==> src/include/tap_pkg.sv <==
// Shared constants and types for the boundary-scan test port and its controller
package tap_pkg;
    localparam int          IR_W        = 3;
    localparam int          ID_W        = 32;
    localparam int          TLR_ONES    = 5;
    localparam logic [2:0]  IR_EXTEST   = 3'h0;
    localparam logic [2:0]  IR_IDCODE   = 3'h1;
    localparam logic [2:0]  IR_SAMPLE   = 3'h2;
    localparam logic [2:0]  IR_BYPASS   = 3'h7;
    localparam logic [2:0]  IR_RESET    = IR_IDCODE;
    localparam logic [1:0]  IR_CAPTURE  = 2'h1;
    localparam logic [31:0] ID_DEFAULT  = 32'h0000_0001;  // Arbitrary value
    localparam int          TCK_HALF    = 4;
    localparam logic [7:0]  CNT_RESET   = 8'h00;

    typedef enum logic [3:0] {
        ST_TLR, ST_RTI, ST_SEL_DR, ST_CAP_DR, ST_SH_DR, ST_EX1_DR, ST_PA_DR,
        ST_EX2_DR, ST_UPD_DR, ST_SEL_IR, ST_CAP_IR, ST_SH_IR, ST_EX1_IR,
        ST_PA_IR, ST_EX2_IR, ST_UPD_IR
    } tap_state_t;

    // Next state of the sixteen-state test controller
    function automatic tap_state_t tap_next(input tap_state_t s, input logic tms);
        case (s)
            ST_TLR:    tap_next = tms ? ST_TLR    : ST_RTI;
            ST_RTI:    tap_next = tms ? ST_SEL_DR : ST_RTI;
            ST_SEL_DR: tap_next = tms ? ST_SEL_IR : ST_CAP_DR;
            ST_CAP_DR: tap_next = tms ? ST_EX1_DR : ST_SH_DR;
            ST_SH_DR:  tap_next = tms ? ST_EX1_DR : ST_SH_DR;
            ST_EX1_DR: tap_next = tms ? ST_UPD_DR : ST_PA_DR;
            ST_PA_DR:  tap_next = tms ? ST_EX2_DR : ST_PA_DR;
            ST_EX2_DR: tap_next = tms ? ST_UPD_DR : ST_SH_DR;
            ST_UPD_DR: tap_next = tms ? ST_SEL_DR : ST_RTI;
            ST_SEL_IR: tap_next = tms ? ST_TLR    : ST_CAP_IR;
            ST_CAP_IR: tap_next = tms ? ST_EX1_IR : ST_SH_IR;
            ST_SH_IR:  tap_next = tms ? ST_EX1_IR : ST_SH_IR;
            ST_EX1_IR: tap_next = tms ? ST_UPD_IR : ST_PA_IR;
            ST_PA_IR:  tap_next = tms ? ST_EX2_IR : ST_PA_IR;
            ST_EX2_IR: tap_next = tms ? ST_UPD_IR : ST_SH_IR;
            ST_UPD_IR: tap_next = tms ? ST_SEL_DR : ST_RTI;
            default:   tap_next = ST_TLR;
        endcase
    endfunction
endpackage

==> src/include/tap_if.sv <==
// Four-wire test link between scan controller and test port
`timescale 1ns/100ps
interface tap_if;
    logic tck;
    logic tms;
    logic tms_oe;
    logic tdi;
    logic tdi_oe;
    logic tdo;
    logic tdo_oe;

    // Undriven inputs read as one, as the internal pull-ups do
    wire tms_pin = tms_oe ? tms : 1'b1;
    wire tdi_pin = tdi_oe ? tdi : 1'b1;

    modport dev (input tck, input tms, input tms_oe, input tdi, input tdi_oe,
                 output tdo, output tdo_oe, input tms_pin, input tdi_pin);
    modport ctl (output tck, output tms, output tms_oe, output tdi, output tdi_oe,
                 input tdo, input tdo_oe);
endinterface

==> src/tap_ctl.sv <==
// Scan controller end: generates the test clock and shifts IR or DR scans
`timescale 1ns/100ps
module tap_ctl
    import tap_pkg::*;
#(
    parameter int LEN_W = 8
) (
    input  wire logic             i_mclk,
    input  wire logic             i_rstn,
    input  wire logic             i_ce,
    input  wire logic             i_start,
    input  wire logic             i_ir_scan,
    input  wire logic             i_reset_seq,
    input  wire logic [LEN_W-1:0] i_len,
    input  wire logic [31:0]      i_data,
    output logic                  o_busy,
    output logic                  o_done,
    output logic [31:0]           o_data,
    tap_if.ctl                    link
);
    typedef enum logic [2:0] {C_IDLE, C_RST, C_PRE, C_SHIFT, C_POST} cst_t;

    cst_t             st_q, st_d;
    logic [7:0]       div_q, div_d;
    logic             tck_q, tck_d;
    logic [LEN_W-1:0] cnt_q, cnt_d;
    logic [4:0]       tms_seq_q, tms_seq_d;
    logic [31:0]      sh_q, sh_d;
    logic [31:0]      cap_q, cap_d;
    logic             tms_q, tms_d, tdi_q, tdi_d, done_q, done_d;
    logic             tms_oe_q, tms_oe_d, tdi_oe_q, tdi_oe_d, busy_q, busy_d;
    logic             tdo_s1_q, tdo_s2_q;
    logic             fall;

    // Controller drives on the falling edge, device samples on the rising [RULE_01]
    assign fall = tck_q && (div_q == 8'(TCK_HALF - 1));

    always_comb begin
        st_d = st_q; div_d = div_q; tck_d = tck_q; cnt_d = cnt_q;
        tms_seq_d = tms_seq_q; sh_d = sh_q; cap_d = cap_q;
        tms_d = tms_q; tdi_d = tdi_q; done_d = 1'b0;
        tms_oe_d = tms_oe_q; tdi_oe_d = tdi_oe_q;
        if (st_q != C_IDLE) begin
            div_d = (div_q == 8'(TCK_HALF - 1)) ? CNT_RESET : div_q + 8'h01;
            if (div_q == 8'(TCK_HALF - 1)) tck_d = ~tck_q;
        end
        case (st_q)
            C_IDLE: if (i_start) begin
                cnt_d = i_len;
                sh_d  = i_data;
                // Clock starts low so TMS settles a half period before the first rise [RULE_01]
                tck_d = 1'b0;
                div_d = CNT_RESET;
                if (i_reset_seq) begin
                    st_d = C_RST;
                    // Released: only the pull-up supplies the ones [RULE_03]
                    tms_oe_d = 1'b0;
                    cnt_d = LEN_W'(TLR_ONES - 1);       // [RULE_08]
                end else begin
                    // From Run-Test/Idle: 1(,1),0,0 then shift
                    st_d = C_PRE;
                    tms_seq_d = i_ir_scan ? 5'h03 : 5'h01;
                    tms_d = 1'b1;
                    cnt_d = i_ir_scan ? LEN_W'(3) : LEN_W'(2);
                end
            end
            C_RST: if (fall) begin
                if (cnt_q == '0) begin
                    tms_d = 1'b0;                   // Park in Run-Test/Idle
                    tms_oe_d = 1'b1;
                    st_d = C_POST;
                    cnt_d = '0;
                end else cnt_d = cnt_q - 1'b1;
            end
            C_PRE: if (fall) begin
                if (cnt_q == '0) begin
                    st_d = C_SHIFT;
                    cnt_d = i_len - 1'b1;
                    // Ones are left to the pull-up, zeros driven [RULE_04]
                    tdi_oe_d = ~sh_q[0];
                    if (!sh_q[0]) tdi_d = 1'b0;
                    tms_d = (i_len == LEN_W'(1));
                end else begin
                    tms_seq_d = tms_seq_q >> 1;
                    tms_d = tms_seq_q[1];
                    cnt_d = cnt_q - 1'b1;
                end
            end
            C_SHIFT: if (fall) begin
                cap_d = {tdo_s2_q, cap_q[31:1]};
                sh_d  = sh_q >> 1;
                tdi_oe_d = ~sh_q[1];
                if (!sh_q[1]) tdi_d = 1'b0;
                if (tms_q) begin
                    st_d = C_POST;
                    cnt_d = LEN_W'(1);              // Exit1 -> Update -> Idle
                    tms_d = 1'b1;
                end else begin
                    cnt_d = cnt_q - 1'b1;
                    tms_d = (cnt_q == LEN_W'(1));
                end
            end
            C_POST: if (fall) begin
                tms_d = 1'b0;
                if (cnt_q == '0) begin
                    st_d = C_IDLE;
                    done_d = 1'b1;
                end else cnt_d = cnt_q - 1'b1;
            end
            default: st_d = C_IDLE;
        endcase
        busy_d = (st_d != C_IDLE);
    end

    always_ff @(posedge i_mclk or negedge i_rstn) begin
        if (!i_rstn) begin
            st_q <= C_IDLE; div_q <= CNT_RESET; tck_q <= 1'b0; cnt_q <= '0;
            tms_seq_q <= 5'h00; sh_q <= 32'h0; cap_q <= 32'h0;
            tms_q <= 1'b1; tdi_q <= 1'b1; done_q <= 1'b0;
            tms_oe_q <= 1'b1; tdi_oe_q <= 1'b1; busy_q <= 1'b0;
            tdo_s1_q <= 1'b1; tdo_s2_q <= 1'b1;
        end else if (i_ce) begin
            st_q <= st_d; div_q <= div_d; tck_q <= tck_d; cnt_q <= cnt_d;
            tms_seq_q <= tms_seq_d; sh_q <= sh_d; cap_q <= cap_d;
            tms_q <= tms_d; tdi_q <= tdi_d; done_q <= done_d;
            tms_oe_q <= tms_oe_d; tdi_oe_q <= tdi_oe_d; busy_q <= busy_d;
            tdo_s1_q <= link.tdo;
            tdo_s2_q <= tdo_s1_q;
        end
    end

    assign link.tck    = tck_q;
    assign link.tms    = tms_q;
    assign link.tms_oe = tms_oe_q;
    assign link.tdi    = tdi_q;
    assign link.tdi_oe = tdi_oe_q;
    assign o_busy      = busy_q;
    assign o_done      = done_q;
    assign o_data      = cap_q;
endmodule

==> src/flat_wrapper.sv <==
// flat-port wrapper written by rule: the top's interface ports become plain ports
module tap_ctl_flat import tap_pkg::*;
#(
    parameter int LEN_W = 8
)
  (i_mclk, i_rstn, i_ce, i_start, i_ir_scan, i_reset_seq, i_len, i_data, o_busy, o_done, o_data, link_tck, link_tms, link_tms_oe, link_tdi, link_tdi_oe, link_tdo, link_tdo_oe);
  tap_if link_i ();
  input  wire logic i_mclk;
  input  wire logic i_rstn;
  input  wire logic i_ce;
  input  wire logic i_start;
  input  wire logic i_ir_scan;
  input  wire logic i_reset_seq;
  input  wire logic [LEN_W-1:0] i_len;
  input  wire logic [31:0] i_data;
  output logic o_busy;
  output logic o_done;
  output logic [31:0] o_data;
  output wire logic [$bits(link_i.tck)-1:0] link_tck;
  output wire logic [$bits(link_i.tms)-1:0] link_tms;
  output wire logic [$bits(link_i.tms_oe)-1:0] link_tms_oe;
  output wire logic [$bits(link_i.tdi)-1:0] link_tdi;
  output wire logic [$bits(link_i.tdi_oe)-1:0] link_tdi_oe;
  input wire logic [$bits(link_i.tdo)-1:0] link_tdo;
  input wire logic [$bits(link_i.tdo_oe)-1:0] link_tdo_oe;
  assign link_tck = link_i.tck;
  assign link_tms = link_i.tms;
  assign link_tms_oe = link_i.tms_oe;
  assign link_tdi = link_i.tdi;
  assign link_tdi_oe = link_i.tdi_oe;
  assign link_i.tdo = link_tdo;
  assign link_i.tdo_oe = link_tdo_oe;
  tap_ctl #(.LEN_W(LEN_W)) u_core (.i_mclk(i_mclk), .i_rstn(i_rstn), .i_ce(i_ce), .i_start(i_start), .i_ir_scan(i_ir_scan), .i_reset_seq(i_reset_seq), .i_len(i_len), .i_data(i_data), .o_busy(o_busy), .o_done(o_done), .o_data(o_data), .link(link_i));
endmodule
==> config.mk <==
export PLATFORM = sky130hd
export DESIGN_NAME = tap_ctl_flat
export DESIGN_NICKNAME = d
export VERILOG_FILES = /design/src/include/tap_pkg.sv /design/src/include/tap_if.sv /design/src/tap_ctl.sv /design/src/flat_wrapper.sv
export SDC_FILE = /design/constraint.sdc
export NUM_CORES = 1
export LEC_CHECK = 0
export ABC_AREA = 1
export BUFFER_PORTS_ARGS = -buffer_cell sky130_fd_sc_hd__buf_2
export CORE_MARGIN = 5
export CORE_UTILIZATION = 56
export DETAILED_ROUTE_END_ITERATION = 8
export HOLD_SLACK_MARGIN = 0.08
export PLACE_DENSITY = 0.8
export SLEW_MARGIN = 15
export SYNTH_ARGS = -nofsm -noshare
export SYNTH_HDL_FRONTEND = slang
export SYNTH_SLANG_ARGS = --single-unit
==> constraint.sdc <==
create_clock -name i_mclk -period 2.9 [get_ports i_mclk]
set_input_delay 0.58 -clock i_mclk [delete_from_list [all_inputs] [get_ports i_mclk]]
set_output_delay 0.58 -clock i_mclk [all_outputs]
set_load 0.02 [all_outputs]
======== Word-level counts from Yosys, hierarchy flattened ========
Cells that the tools add are included.
cells by class
  add/sub/neg operators ................... 3
  eq/ne operators ......................... 20
  muxes and demuxes ....................... 68
  bitwise logic cells ..................... 3
  reductions and logical operators ........ 18
operators with widths
  operator               number
  $mux W8                14
  $mux W32               2
  $pmux W32 S2           1
  $pmux W8 S5            1
  $mux W1                29
  $mux W3                9
  $mux W5                4
  $eq A8 B1 Y1 const B   2
  $sub A8 B1 Y8 const B  2
  $pmux W3 S5            1
  $ne A2 B2 Y1 const B   7
  $ne A2 B1 Y1 const B   6
  $reduce_and A6 Y1      2
  $pmux W5 S2            1
  $reduce_and A9 Y1      1
  $add A8 B1 Y8 const B  1
  $eq A8 B2 Y1 const B   1
  $logic_not A8 Y1       1
  $reduce_and A8 Y1      1
  $reduce_bool A2 Y1     4
  $reduce_and A7 Y1      1
  $eq A3 B2 Y1 const B   2
  $pmux W1 S2            3
  $reduce_bool A3 Y1     2
  11 further kinds       14
storage, ports and cells
  bits in registers ....................... 97

======== Depth between registers and ports, before layout ========
Gate-level depths: netlist of run 1.
  depth after elaboration ................. 5
  gate-level depth with buffers ........... 14

======== Worst setup path after synthesis of run 1 ========
No wires, ideal clock.
  kind .................................... reg-to-reg
  from .................................... register u_core.div_q[0]
  to ...................................... register u_core.cnt_q[1]
  library setup time ...................... 0.117 ns
  arrival ................................. 1.947 ns
  setup slack ............................. 0.837 ns
  stages on the path, launching flop included .. 15
  buffers on the path ..................... 1
  cell sequence ........................... dfrtp_1 -> ha_1 -> nand4_1 -> nor2_1 -> ha_1 -> clkbuf_1 -> inv_1 -> nand2_1 -> nand2_1 -> nor2_4 -> nand2_4 -> inv_2 -> nand2_1 -> nor2_1 -> nor2_1
on the way
  word-level cells in the longest chain between the ends .. 4
  elaborated cells on any way between the ends .. 7
  those cells by class .................... eq/ne: 5; reduce/logical: 2
ends and longest elaborated chain
  item                                    RTL line        RTL
  start, declared                         tap_ctl.sv:24   logic [7:0] div_q, div_d;
  start signal, assigned                  tap_ctl.sv:123  st_q <= st_d; div_q <= div_d; tck_q <= tck_d; cnt_q <= cnt_d;
  $eq A8 B2 Y1 (*)                        tap_ctl.sv:36   assign fall = tck_q && (div_q == 8'(TCK_HALF - 1));
  $logic_and A1 B1 Y1 (*)                 tap_ctl.sv:36
  $ne A2 B1 Y1 (no source line)           -
  $reduce_and A8 Y1 (no source line) (*)  -
  end signal, assigned                    tap_ctl.sv:123
  end, declared                           tap_ctl.sv:26   logic [LEN_W-1:0] cnt_q, cnt_d;
Mark *: on every way between the ends. The rest lies on a longest branch, timed or not.
A chain may end at the register's enable or synchronous reset.

======== Worst setup path in the final report of run 1 ========
Ends and elaborated chain as after synthesis.

==> flow_summary.yaml, run 1 <==
layout:
  drive_gt1_share_pct: 17.8
  nets: 770
  antenna_cells: 0
  area_growth_pct: 14.8
setup_path:
  critPathRequiredTime_ns: 3.16
  startpoint_type: "flip-flop"
  crit_fanout: 10
  end_kind: "flip-flop"
  rr_startpoint: "u_core.div_q[0]"
  critical_path_class: "flip-flop to flip-flop"
  r2r_slack_ns: 0.57
  crit_arrival_ns: 2.58
  worstReg2RegEnd: "u_core.cnt_q[1]"
  startpoint: "u_core.div_q[0]"
  reg2reg_depth: 13
routing:
  viasPerCell: 5.40
  drtIter0Drc: 239
  drc_errors: 0
  drtPass1Iterations: 5
  wirelength_mm: 10.9
  ant_nets: 0
  via_count: 4470
  wl_per_cell_um: 13.2
cts:
  cts.sink_count: 93
  cts_buffer_depth: 2
  clk_pin_slew_ns: 0.09
  htree_levels: 3
  hold_buffers: 0
  post_cts_buffers: 0
  cts_root_buf: "clkbuf_8"
  clock_latency_ns: 0.37
  cts_tree: "built"
  ctsResizeCount: 0
  cts_made_buffers: 9
yosys:
  syn_inst: 641
  ys_seq_area_share_pct: 47.1
  synth_mux_area_share_pct: 0.430
  synth_fa_ha_area_share_pct: 1.77
  synth_fp_nets: 696
  synth_top_family_by_area: "simple AND/OR/NAND/NOR gates"
  yosysWarningCount: 0
  synth_compound_area_share_pct: 14.4
  netlist_area_sq_um: 4950
  synth_xor_area_share_pct: 0.884
  yosys_register_bits: 93
  syn_area_per_cell_sq_um: 7.73
  yosysUniqueCellTypes: 35
  synthSimpleGateAreaFrac_pct: 25.6
pwr:
  p_seq_share_pct: 39.8
  p_switching_mw: 1.89
  pwr-share-comb_pct: 38.6
  max-vdd-ir-drop_mv: 0.360
  p_leak_nw: 2.93
  power.density_nw_per_um2: 830
  clkPwrFrac_pct: 21.6
  p_int_mw: 2.83
  switching_share_pct: 40.1
die:
  fp-row-count: 34
  die_w_um: 104
  top_level_ports: 87
  die-area_sq_um: 10800
  initial_utilization_pct: 57.1
  fp.dieH_um: 104
  core_area_sq_um: 8680
placement:
  port_buffers: 85
  dp_hpwl_mm: 7.89
  routabilityCongestion: 0.904
  dp_slack_ns: 0.610
grt:
  grt_pass1_wl_mm: 19.3
  grt_use_total_pct: 21.0
  grt_antenna_before_repair: 0
  grt_start_max_net_pins: 70
  grt_pass1_vias: 4387
  grt.overflow.total: 0
sta:
  setup_viol: 0
  rsz0062_at_grt: "false"
  fin_setup_tns_ns: 0
  hold_ws_ns: 0.189
  min_period_over_period_pct: 80.2
  post-route-min-period_ns: 2.33
  final_hold_viol_count: 0
  slew_headroom_pct: 55.8
  fin_skew_ns: 0.0153
  max_freq_mhz: 430
  drv_slew: 0
  worstMarginPinSlew_ns: 0.662
  worst_slack_ns: 0.573
status:
  outcome: "completed"
hold_path:
  worst_hold_path_type: "input pin to async pin"
flow_run:
  maxCapViolCount: 0
## how the worst max path moves through the flow
stage                     cells after the start               to
after floorplan                              14  u_core.cnt_q[1]
after global placement                       13  u_core.cnt_q[1]
after detailed placement                     13  u_core.cnt_q[1]
after CTS                                    13  u_core.cnt_q[1]
after global routing                         13  u_core.cnt_q[1]
final                                        13  u_core.cnt_q[1]
## Yosys cell counts
cell,count,area (sq um)
nand2_4,1,11.3
buf_1,1,3.75
o22ai_1,3,18.8
buf_2,8,40.0
nand4_1,15,93.8
mux2_2,1,11.3
dfstp_2,6,158
o21a_1,2,15.0
ha_1,7,87.6
nor3_1,1,5.00
o211ai_1,29,218
nand3b_1,2,15.0
nor2_2,2,12.5
clkbuf_1,12,45.0
a32o_1,2,20.0
inv_1,89,334
o21ai_2,1,8.76
mux2i_1,1,10.0
nand2_2,2,12.5
o31ai_1,1,7.51
nor2_4,4,45.0
o21ai_0,35,175
buf_4,5,37.5
nand3_1,48,240
inv_2,3,11.3
buf_6,1,11.3
o21ai_1,29,145
dfrtp_1,87,2180
a21oi_1,21,105
xor2_1,3,26.3
and2_1,1,6.26
xnor2_1,2,17.5
nor2_8,1,20.0
nand2_1,160,601
nor2_1,55,206
## metal layers
| layer | part of all wire, % | global-route usage, % | vias up |
|---|---|---|---|
| li1 | - | - | 2220 |
| met1 | 42 | 27.0 | 2067 |
| met2 | 49 | 34.8 | 152 |
| met3 | 6.1 | 5.21 | 31 |
| met4 | 2.0 | 6.66 | 0 |
| met5 | 0 | 0 | - |
## cell type report
class | count | area, sq um
Fill cell | 752 | 2990
Sequential cell | 93 | 2330
Multi-Input combinational cell | 429 | 2140
Timing Repair Buffer | 90 | 490
Inverter | 92 | 345
Clock buffer | 11 | 151
Tap cell | 108 | 135
Clock inverter | 5 | 88.8
## per-stage QoR
step                power [mW]  area (sq um)  util, %  cells
finish                    4.72          5690     65.5    828
global route              5.12          5690     65.5    828
CTS                       4.74          5690     65.5    828
detailed placement        3.71          5450     62.7    812
global placement          3.62          5450     62.7    812
floorplan                 3.29          4950        -    641
## power groups by stage
stage | combinational (mW) | clock [mW] | sequential (mW)
floorplan | 1.40 | 0 | 1.89
global placement | 1.73 | 0 | 1.88
detailed placement | 1.81 | 0 | 1.90
CTS | 1.82 | 1.04 | 1.88
global route | 2.09 | 1.11 | 1.92
finish | 1.82 | 1.02 | 1.88
## cells by family after synthesis
logic type	after synthesis
multiplexers	2
adder cells (fa/ha/maj)	7
buffers and inverters	119
flip-flops	93
AO/OA/AOI/OAI	123
AND/OR/NAND/NOR	292
XOR/XNOR	5
## flip-flops by register name (all words and copies together) (netlist names)
name	count
u_core.cnt_q	8
u_core.div_q	8
u_core.link.tck	1
u_core.link.tdi	1
u_core.link.tdi_oe	1
u_core.link.tms	1
u_core.link.tms_oe	1
u_core.o_busy	1
u_core.o_data	32
u_core.o_done	1
u_core.sh_q	32
u_core.st_q	3
u_core.tdo_s1_q	1
u_core.tdo_s2_q	1
u_core.tms_seq_q	1
## critical path, cell delays in order (launching register included)
cell     delay, ns
dfrtp_1       0.39
ha_1          0.21
nand4_1       0.12
nor2_1        0.17
ha_1          0.42
inv_1         0.13
nand2_1       0.09
nand2_1       0.08
nor2_4        0.13
nand2_4       0.11
inv_2         0.14
nand2_1       0.07
nor2_1        0.11
nor2_1        0.05
## cell usage in the layout, fill, tap and decap left out, drive strengths merged
cell type / instances
a21oi: 21
a32o: 2
and2: 1
buf: 90
bufinv: 2
clkbuf: 11
clkinv: 1
dfrtp: 87
dfstp: 6
ha: 7
inv: 94
mux2: 1
mux2i: 1
nand2: 163
nand3: 48
nand3b: 2
nand4: 15
nor2: 62
nor3: 1
o211ai: 29
o21a: 2
o21ai: 65
o22ai: 3
o31ai: 1
xnor2: 2
xor2: 3
Note: power is estimated with default switching activity, not from simulation.
==> run 2, diff against run 1 <==
--- a/config.mk
+++ b/config.mk
@@ -5,7 +5,7 @@
 export SDC_FILE = /design/constraint.sdc
 export NUM_CORES = 1
 export LEC_CHECK = 0
-export ABC_AREA = 1
+export ABC_AREA = 0
 export BUFFER_PORTS_ARGS = -buffer_cell sky130_fd_sc_hd__buf_2
 export CORE_MARGIN = 5
 export CORE_UTILIZATION = 56
==> constraint.sdc (replaced) <==
create_clock -name i_mclk -period 2.3 [get_ports i_mclk]
set_input_delay 0.46 -clock i_mclk [delete_from_list [all_inputs] [get_ports i_mclk]]
set_output_delay 0.46 -clock i_mclk [all_outputs]
set_load 0.02 [all_outputs]
==> run 2 against run 1 <==
The flow now finishes with violations (setup timing). Worst setup slack got worse by 0.68 ns. Cell count decreased by 19%. Worst hold slack improved by 0.17 ns. Highest routed layer unchanged.
==> flow_summary.yaml, run 2 <==
cts:
  htree_levels: 3
  cts_root_buf: "clkbuf_8"
  cts.sink_count: 93
  clk_pin_slew_ns: 0.10
  cts_buffer_depth: 2
  cts_made_buffers: 9
  clock_latency_ns: 0.36
  cts_tree: "built"
placement:
  dp_slack_ns: -0.216
  port_buffers: 85
  dp_hpwl_mm: 7.83
  routabilityCongestion: 0.939
sta:
  slew_headroom_pct: 56.6
  worstMarginPinSlew_ns: 0.646
  min_period_over_period_pct: 105
  drv_slew: 0
  rsz0062_at_grt: "true"
  worst_slack_ns: -0.110
  final_hold_viol_count: 0
  max_freq_mhz: 415
  post-route-min-period_ns: 2.41
  hold_ws_ns: 0.357
  fin_skew_ns: 0.00913
  setup_viol: 8
setup_path:
  slowest_stage: "or3b_4"
  startpoint_type: "flip-flop"
  crit_arrival_ns: 2.66
  crit_chain: "ha_2, or3b_4, nor2_4, ha_4, mux2i_1, mux2i_2, o211ai_1, o21bai_1, a32o_1"
  slowest_delay_ns: 0.41
  reg2reg_depth: 9
  critical_path_class: "flip-flop to flip-flop"
  worstReg2RegEnd: "u_core.cnt_q[6]"
  crit_end: "u_core.cnt_q[6]"
  rr_startpoint: "u_core.div_q[0]"
  path_buf_inv: 0
  path_delay_family: "compound AO/OA/AOI/OAI gates"
  startpoint: "u_core.div_q[0]"
  crit_cells: 9
  crit_fanout: 5
  end_kind: "flip-flop"
  r2r_slack_ns: -0.11
  critPathRequiredTime_ns: 2.55
die:
  initial_utilization_pct: 57.7
  fp-row-count: 33
  fp.dieH_um: 102
  top_level_ports: 87
  die_w_um: 102
  core_area_sq_um: 8220
  die-area_sq_um: 10400
layout:
  fillers: 606
  antenna_cells: 0
  drive_gt1_share_pct: 37.2
  mostFrequentLayoutCell: "dfrtp_1"
  mostFrequentLayoutCells: "87 x dfrtp_1, 84 x buf_2, 49 x nand2_1"
  nets: 616
  area_growth_pct: 24.3
yosys:
  yosysUniqueCellTypes: 60
  synth_fp_nets: 502
  async_reset_ff_share_pct: 100
  yosysWarningCount: 0
  syn_inst: 447
  ys_seq_area_share_pct: 49.3
  synth_top_flop_cell: "dfrtp_1"
  netlist_area_sq_um: 4740
  yosysMostFrequentCell: "dfrtp_1"
  synth_top_area_cell: "dfrtp_1"
  yosys-top-cells-area: "dfrtp_1 46%, mux2_2 8.8%, mux2i_1 7.6%"
  synth_common_cells: "87 x dfrtp_1, 49 x nand2_1, 48 x o21ai_0"
  synth_edf_count: 0
  syn_area_per_cell_sq_um: 10.6
  synth_top_area_share_pct: 45.9
  yosys_register_bits: 93
grt:
  top_usage_layer: "met2"
  use_met1_pct: 27.4
  grt_use_total_pct: 21.3
  grt_pass1_wl_mm: 17.7
  grtUsageMet3_pct: 3.89
  met2_usage_pct: 35.6
  grt_antenna_before_repair: 0
  grt_start_max_net_pins: 63
  grt.overflow.total: 0
  grt_pass1_vias: 3875
pwr:
  power.density_nw_per_um2: 932
  finalPower_mw: 5.49
  p_leak_nw: 2.90
  max-vdd-ir-drop_mv: 0.527
status:
  outcome: "complete, but fails checks"
  failed_checks: "setup timing"
routing:
  viasPerCell: 5.88
  drtPass1Iterations: 5
  ant_nets: 0
  drc_errors: 0
  wl_per_cell_um: 16.6
  drtIter0Drc: 264
  wirelength_mm: 11.1
  via_count: 3941
hold_path:
  worst_hold_path_type: "input pin to flip-flop"
flow_run:
  maxCapViolCount: 0
[run 2: layout make-up]
cell class	count	area, sq um	share of cell area (%)
clock buffer	9	124	2.10
inverter	11	41.3	0.701
timing repair buffer	128	842	14.3
clock inverter	6	71.3	1.21
sequential	93	2330	39.7
tap	105	131	2.23
multi-input combinational	318	2340	39.8
[run 2: worst min path at each step]
stage | start | endpoint | cells after the start
after floorplan | i_rstn | u_core.cnt_q[0] | 0
after global placement | u_core.sh_q[11] | u_core.sh_q[11] | 2
after detailed placement | i_rstn | u_core.sh_q[29] | 1
after CTS | link_tdo | u_core.tdo_s1_q | 2
after global routing | link_tdo | u_core.tdo_s1_q | 2
final | link_tdo | u_core.tdo_s1_q | 2
[run 2: through the flow]
stage          TNS [ns]  instance area (sq um)  cells  util, %
2_1_floorplan         0                   4750    447        -
3_3_place_gp     -0.483                   5500    644     66.9
3_5_place_dp      -1.47                   5500    644     66.9
4_1_cts          -0.315                   5770    666     70.3
5_1_grt           -1.50                   5890    670     71.7
6_report         -0.479                   5890    670     71.7
[run 2: repair_timing]
item	in CTS	in global routing
hold buffers	1	0
resized for setup	5	17
endpoints found under the setup margin	8	74
pin swaps	2	8
buffers inserted	5	3
gates cloned	1	2
endpoints found under the hold margin	20	0
[run 2: layer usage]
layer	vias up	part of all wire, %
li1	1849	-
met4	0	2.2
met5	-	0
met1	1919	40
met2	149	50
met3	24	7.2
[run 2: worst register-to-register path, delay by kind of cell, from the launching register on]
kind	cells	cell delay, ns
and+or+nand+nor	2	0.57
DFF	1	0.36
adders and majority gates	2	0.35
AOI/OAI and AO/OA	3	0.68
muxes	2	0.35
[run 2: logic make-up after synthesis]
logic type	Yosys count	share of synthesized area, %
compound gates	105	14.6
xor+xnor	9	1.66
fa+ha+maj	7	1.85
buf+inv	37	3.20
flops	93	49.3
mux	73	16.4
simple gates	123	13.1
[run 2: report_power, final]
part,switching (mW),total (mW),internal (mW)
combinational,1.04,2.01,0.969
sequential,0.312,2.36,2.05
clock,0.606,1.12,0.510
==> run 3, diff against run 2 <==
--- a/config.mk
+++ b/config.mk
@@ -5,7 +5,7 @@
 export SDC_FILE = /design/constraint.sdc
 export NUM_CORES = 1
 export LEC_CHECK = 0
-export ABC_AREA = 0
+export ABC_AREA = 1
 export BUFFER_PORTS_ARGS = -buffer_cell sky130_fd_sc_hd__buf_2
 export CORE_MARGIN = 5
 export CORE_UTILIZATION = 56
==> run 3 against run 2 <==
The flow now finishes without violations. Sequential power barely moved. Clock skew rose by 0.0060 ns. Fmax rose by 12%. Final area fell by 2.3%. Flip-flop and latch count did not move.
==> flow_summary.yaml, run 3 (same netlist as run 1, synthesis figures left out) <==
setup_path:
  reg2reg_depth: 13
  critPathRequiredTime_ns: 2.55
  crit_fanout: 7
  r2r_slack_ns: 0.16
  critical_path_class: "flip-flop to flip-flop"
  end_kind: "flip-flop"
  slowest_delay_ns: 0.39
  worstReg2RegEnd: "u_core.cnt_q[1]"
  crit_chain: "ha_1, nand4_1, nor2_1, ha_1, inv_1, nand2_1, nand2_1, nor2_4, nand2_4, inv_2, nand2_1, nor2_1, nor2_1"
  rr_startpoint: "u_core.div_q[0]"
  crit_arrival_ns: 2.39
  startpoint_type: "flip-flop"
  slowest_stage: "dfrtp_1"
hold_path:
  whs_endpoint: "u_core.tdo_s1_q"
  hold-path-cell-count: 3
  min-delay-start: "link_tdo"
  worst_hold_path_type: "input pin to flip-flop"
layout:
  fillers: 729
  mostFrequentLayoutCell: "nand2_1"
  postLayoutCellArea_sq_um: 5750
  nets: 775
  antenna_cells: 0
  area_growth_pct: 16.2
  final_cells: 833
  seqCellArea_sq_um: 2330
  multi_input_area_sq_um: 2140
  mostFrequentLayoutCells: "160 x nand2_1, 89 x inv_1, 87 x dfrtp_1"
  drive_gt1_share_pct: 18.2
sta:
  final_hold_viol_count: 0
  fin_setup_tns_ns: 0
  post-route-min-period_ns: 2.14
  min_period_over_period_pct: 93.2
  slew_headroom_pct: 63.8
  hold_ws_ns: 0.313
  fin_skew_ns: 0.0151
  rsz0062_at_grt: "false"
  worstMarginPinSlew_ns: 0.543
  setup_viol: 0
  max_freq_mhz: 466
  drv_slew: 0
grt:
  grt.overflow.total: 0
  grt_pass1_wl_mm: 18.9
  grt_antenna_before_repair: 0
  grt_use_total_pct: 20.4
  grt_pass1_vias: 4238
  grt_start_max_net_pins: 65
die:
  core_area_sq_um: 8680
  die-area_sq_um: 10800
  fp.dieH_um: 104
  initial_utilization_pct: 57.1
  die_w_um: 104
  top_level_ports: 87
  fp-row-count: 34
cts:
  clk_pin_slew_ns: 0.10
  cts.sink_count: 93
  htree_levels: 3
  cts_root_buf: "clkbuf_8"
  cts_tree: "built"
  cts_made_buffers: 9
  cts_buffer_depth: 2
  clock_latency_ns: 0.36
  ctsResizeCount: 0
placement:
  dp.cells: 815
  placed_cell_area_sq_um: 5480
  port_buffers: 85
  dp_hpwl_mm: 7.89
  routabilityCongestion: 0.909
routing:
  via_count: 4450
  viasPerCell: 5.34
  ant_nets: 0
  drtIter0Drc: 308
  drc_errors: 0
  wl_per_cell_um: 13.4
  drtPass1Iterations: 6
  wirelength_mm: 11.2
pwr:
  power.density_nw_per_um2: 1040
  max-vdd-ir-drop_mv: 0.460
  p_leak_nw: 2.96
status:
  outcome: "completed"
flow_run:
  maxCapViolCount: 0
## run 3: layout make-up
cell class | count | share of cell area [%]
well taps | 108 | 2.35
multi-input cells | 429 | 37.2
repair buffers | 95 | 9.74
inverters | 92 | 6.00
flip-flops and latches | 93 | 40.6
clock buffers | 9 | 2.15
clock inverters | 7 | 2.00
## run 3: worst max-delay path, delay by kind of cell, from the launching register on
kind	cells	cell delay (ns)
buf+inv	2	0.23
simple gates	9	0.92
flops	1	0.39
fa+ha+maj	2	0.49
## run 3: where the power goes
| group | switching, mW | leakage (nW) | internal, mW |
|---|---|---|---|
| combinational | 1.53 | 1.72 | 0.807 |
| sequential | 0.267 | 1.12 | 2.10 |
| clock | 0.626 | 0.117 | 0.640 |
## run 3: layer usage
metal	up-vias	routed length, um	global-route usage [%]
met3	16	616	4.78
li1	2232	-	-
met4	0	150	5.37
met2	120	5590	34.6
met1	2082	4790	26.4
met5	-	0	0
## run 3: worst max-delay path by stage
stage / start / to / slack (ns) / cells after the start
after floorplan: u_core.div_q[0] / u_core.cnt_q[1] / 0.24 / 14
after global placement: u_core.div_q[0] / u_core.sh_q[0] / 0.26 / 10
after detailed placement: u_core.div_q[0] / u_core.sh_q[0] / 0.16 / 10
after CTS: u_core.div_q[0] / u_core.sh_q[23] / 0.14 / 10
after global routing: u_core.div_q[1] / u_core.cnt_q[1] / 0.002 / 13
final: u_core.div_q[0] / u_core.cnt_q[1] / 0.16 / 13
## run 3: what timing repair did
| action | CTS | global route |
|---|---|---|
| setup endpoints to repair | 0 | 5 |
| hold buffers | 1 | 0 |
| setup buffers | 0 | 0 |
| endpoints found under the hold margin | 6 | 0 |
## run 3: per-stage QoR
stage / total power, mW / utilization [%] / setup WS, ns
2_1_floorplan: 4.15 / - / 0.237
3_3_place_gp: 4.58 / 63.1 / 0.259
3_5_place_dp: 4.67 / 63.1 / 0.164
4_1_cts: 5.94 / 66.0 / 0.138
5_1_grt: 6.46 / 66.3 / 0.00217
6_report: 5.97 / 66.3 / 0.156
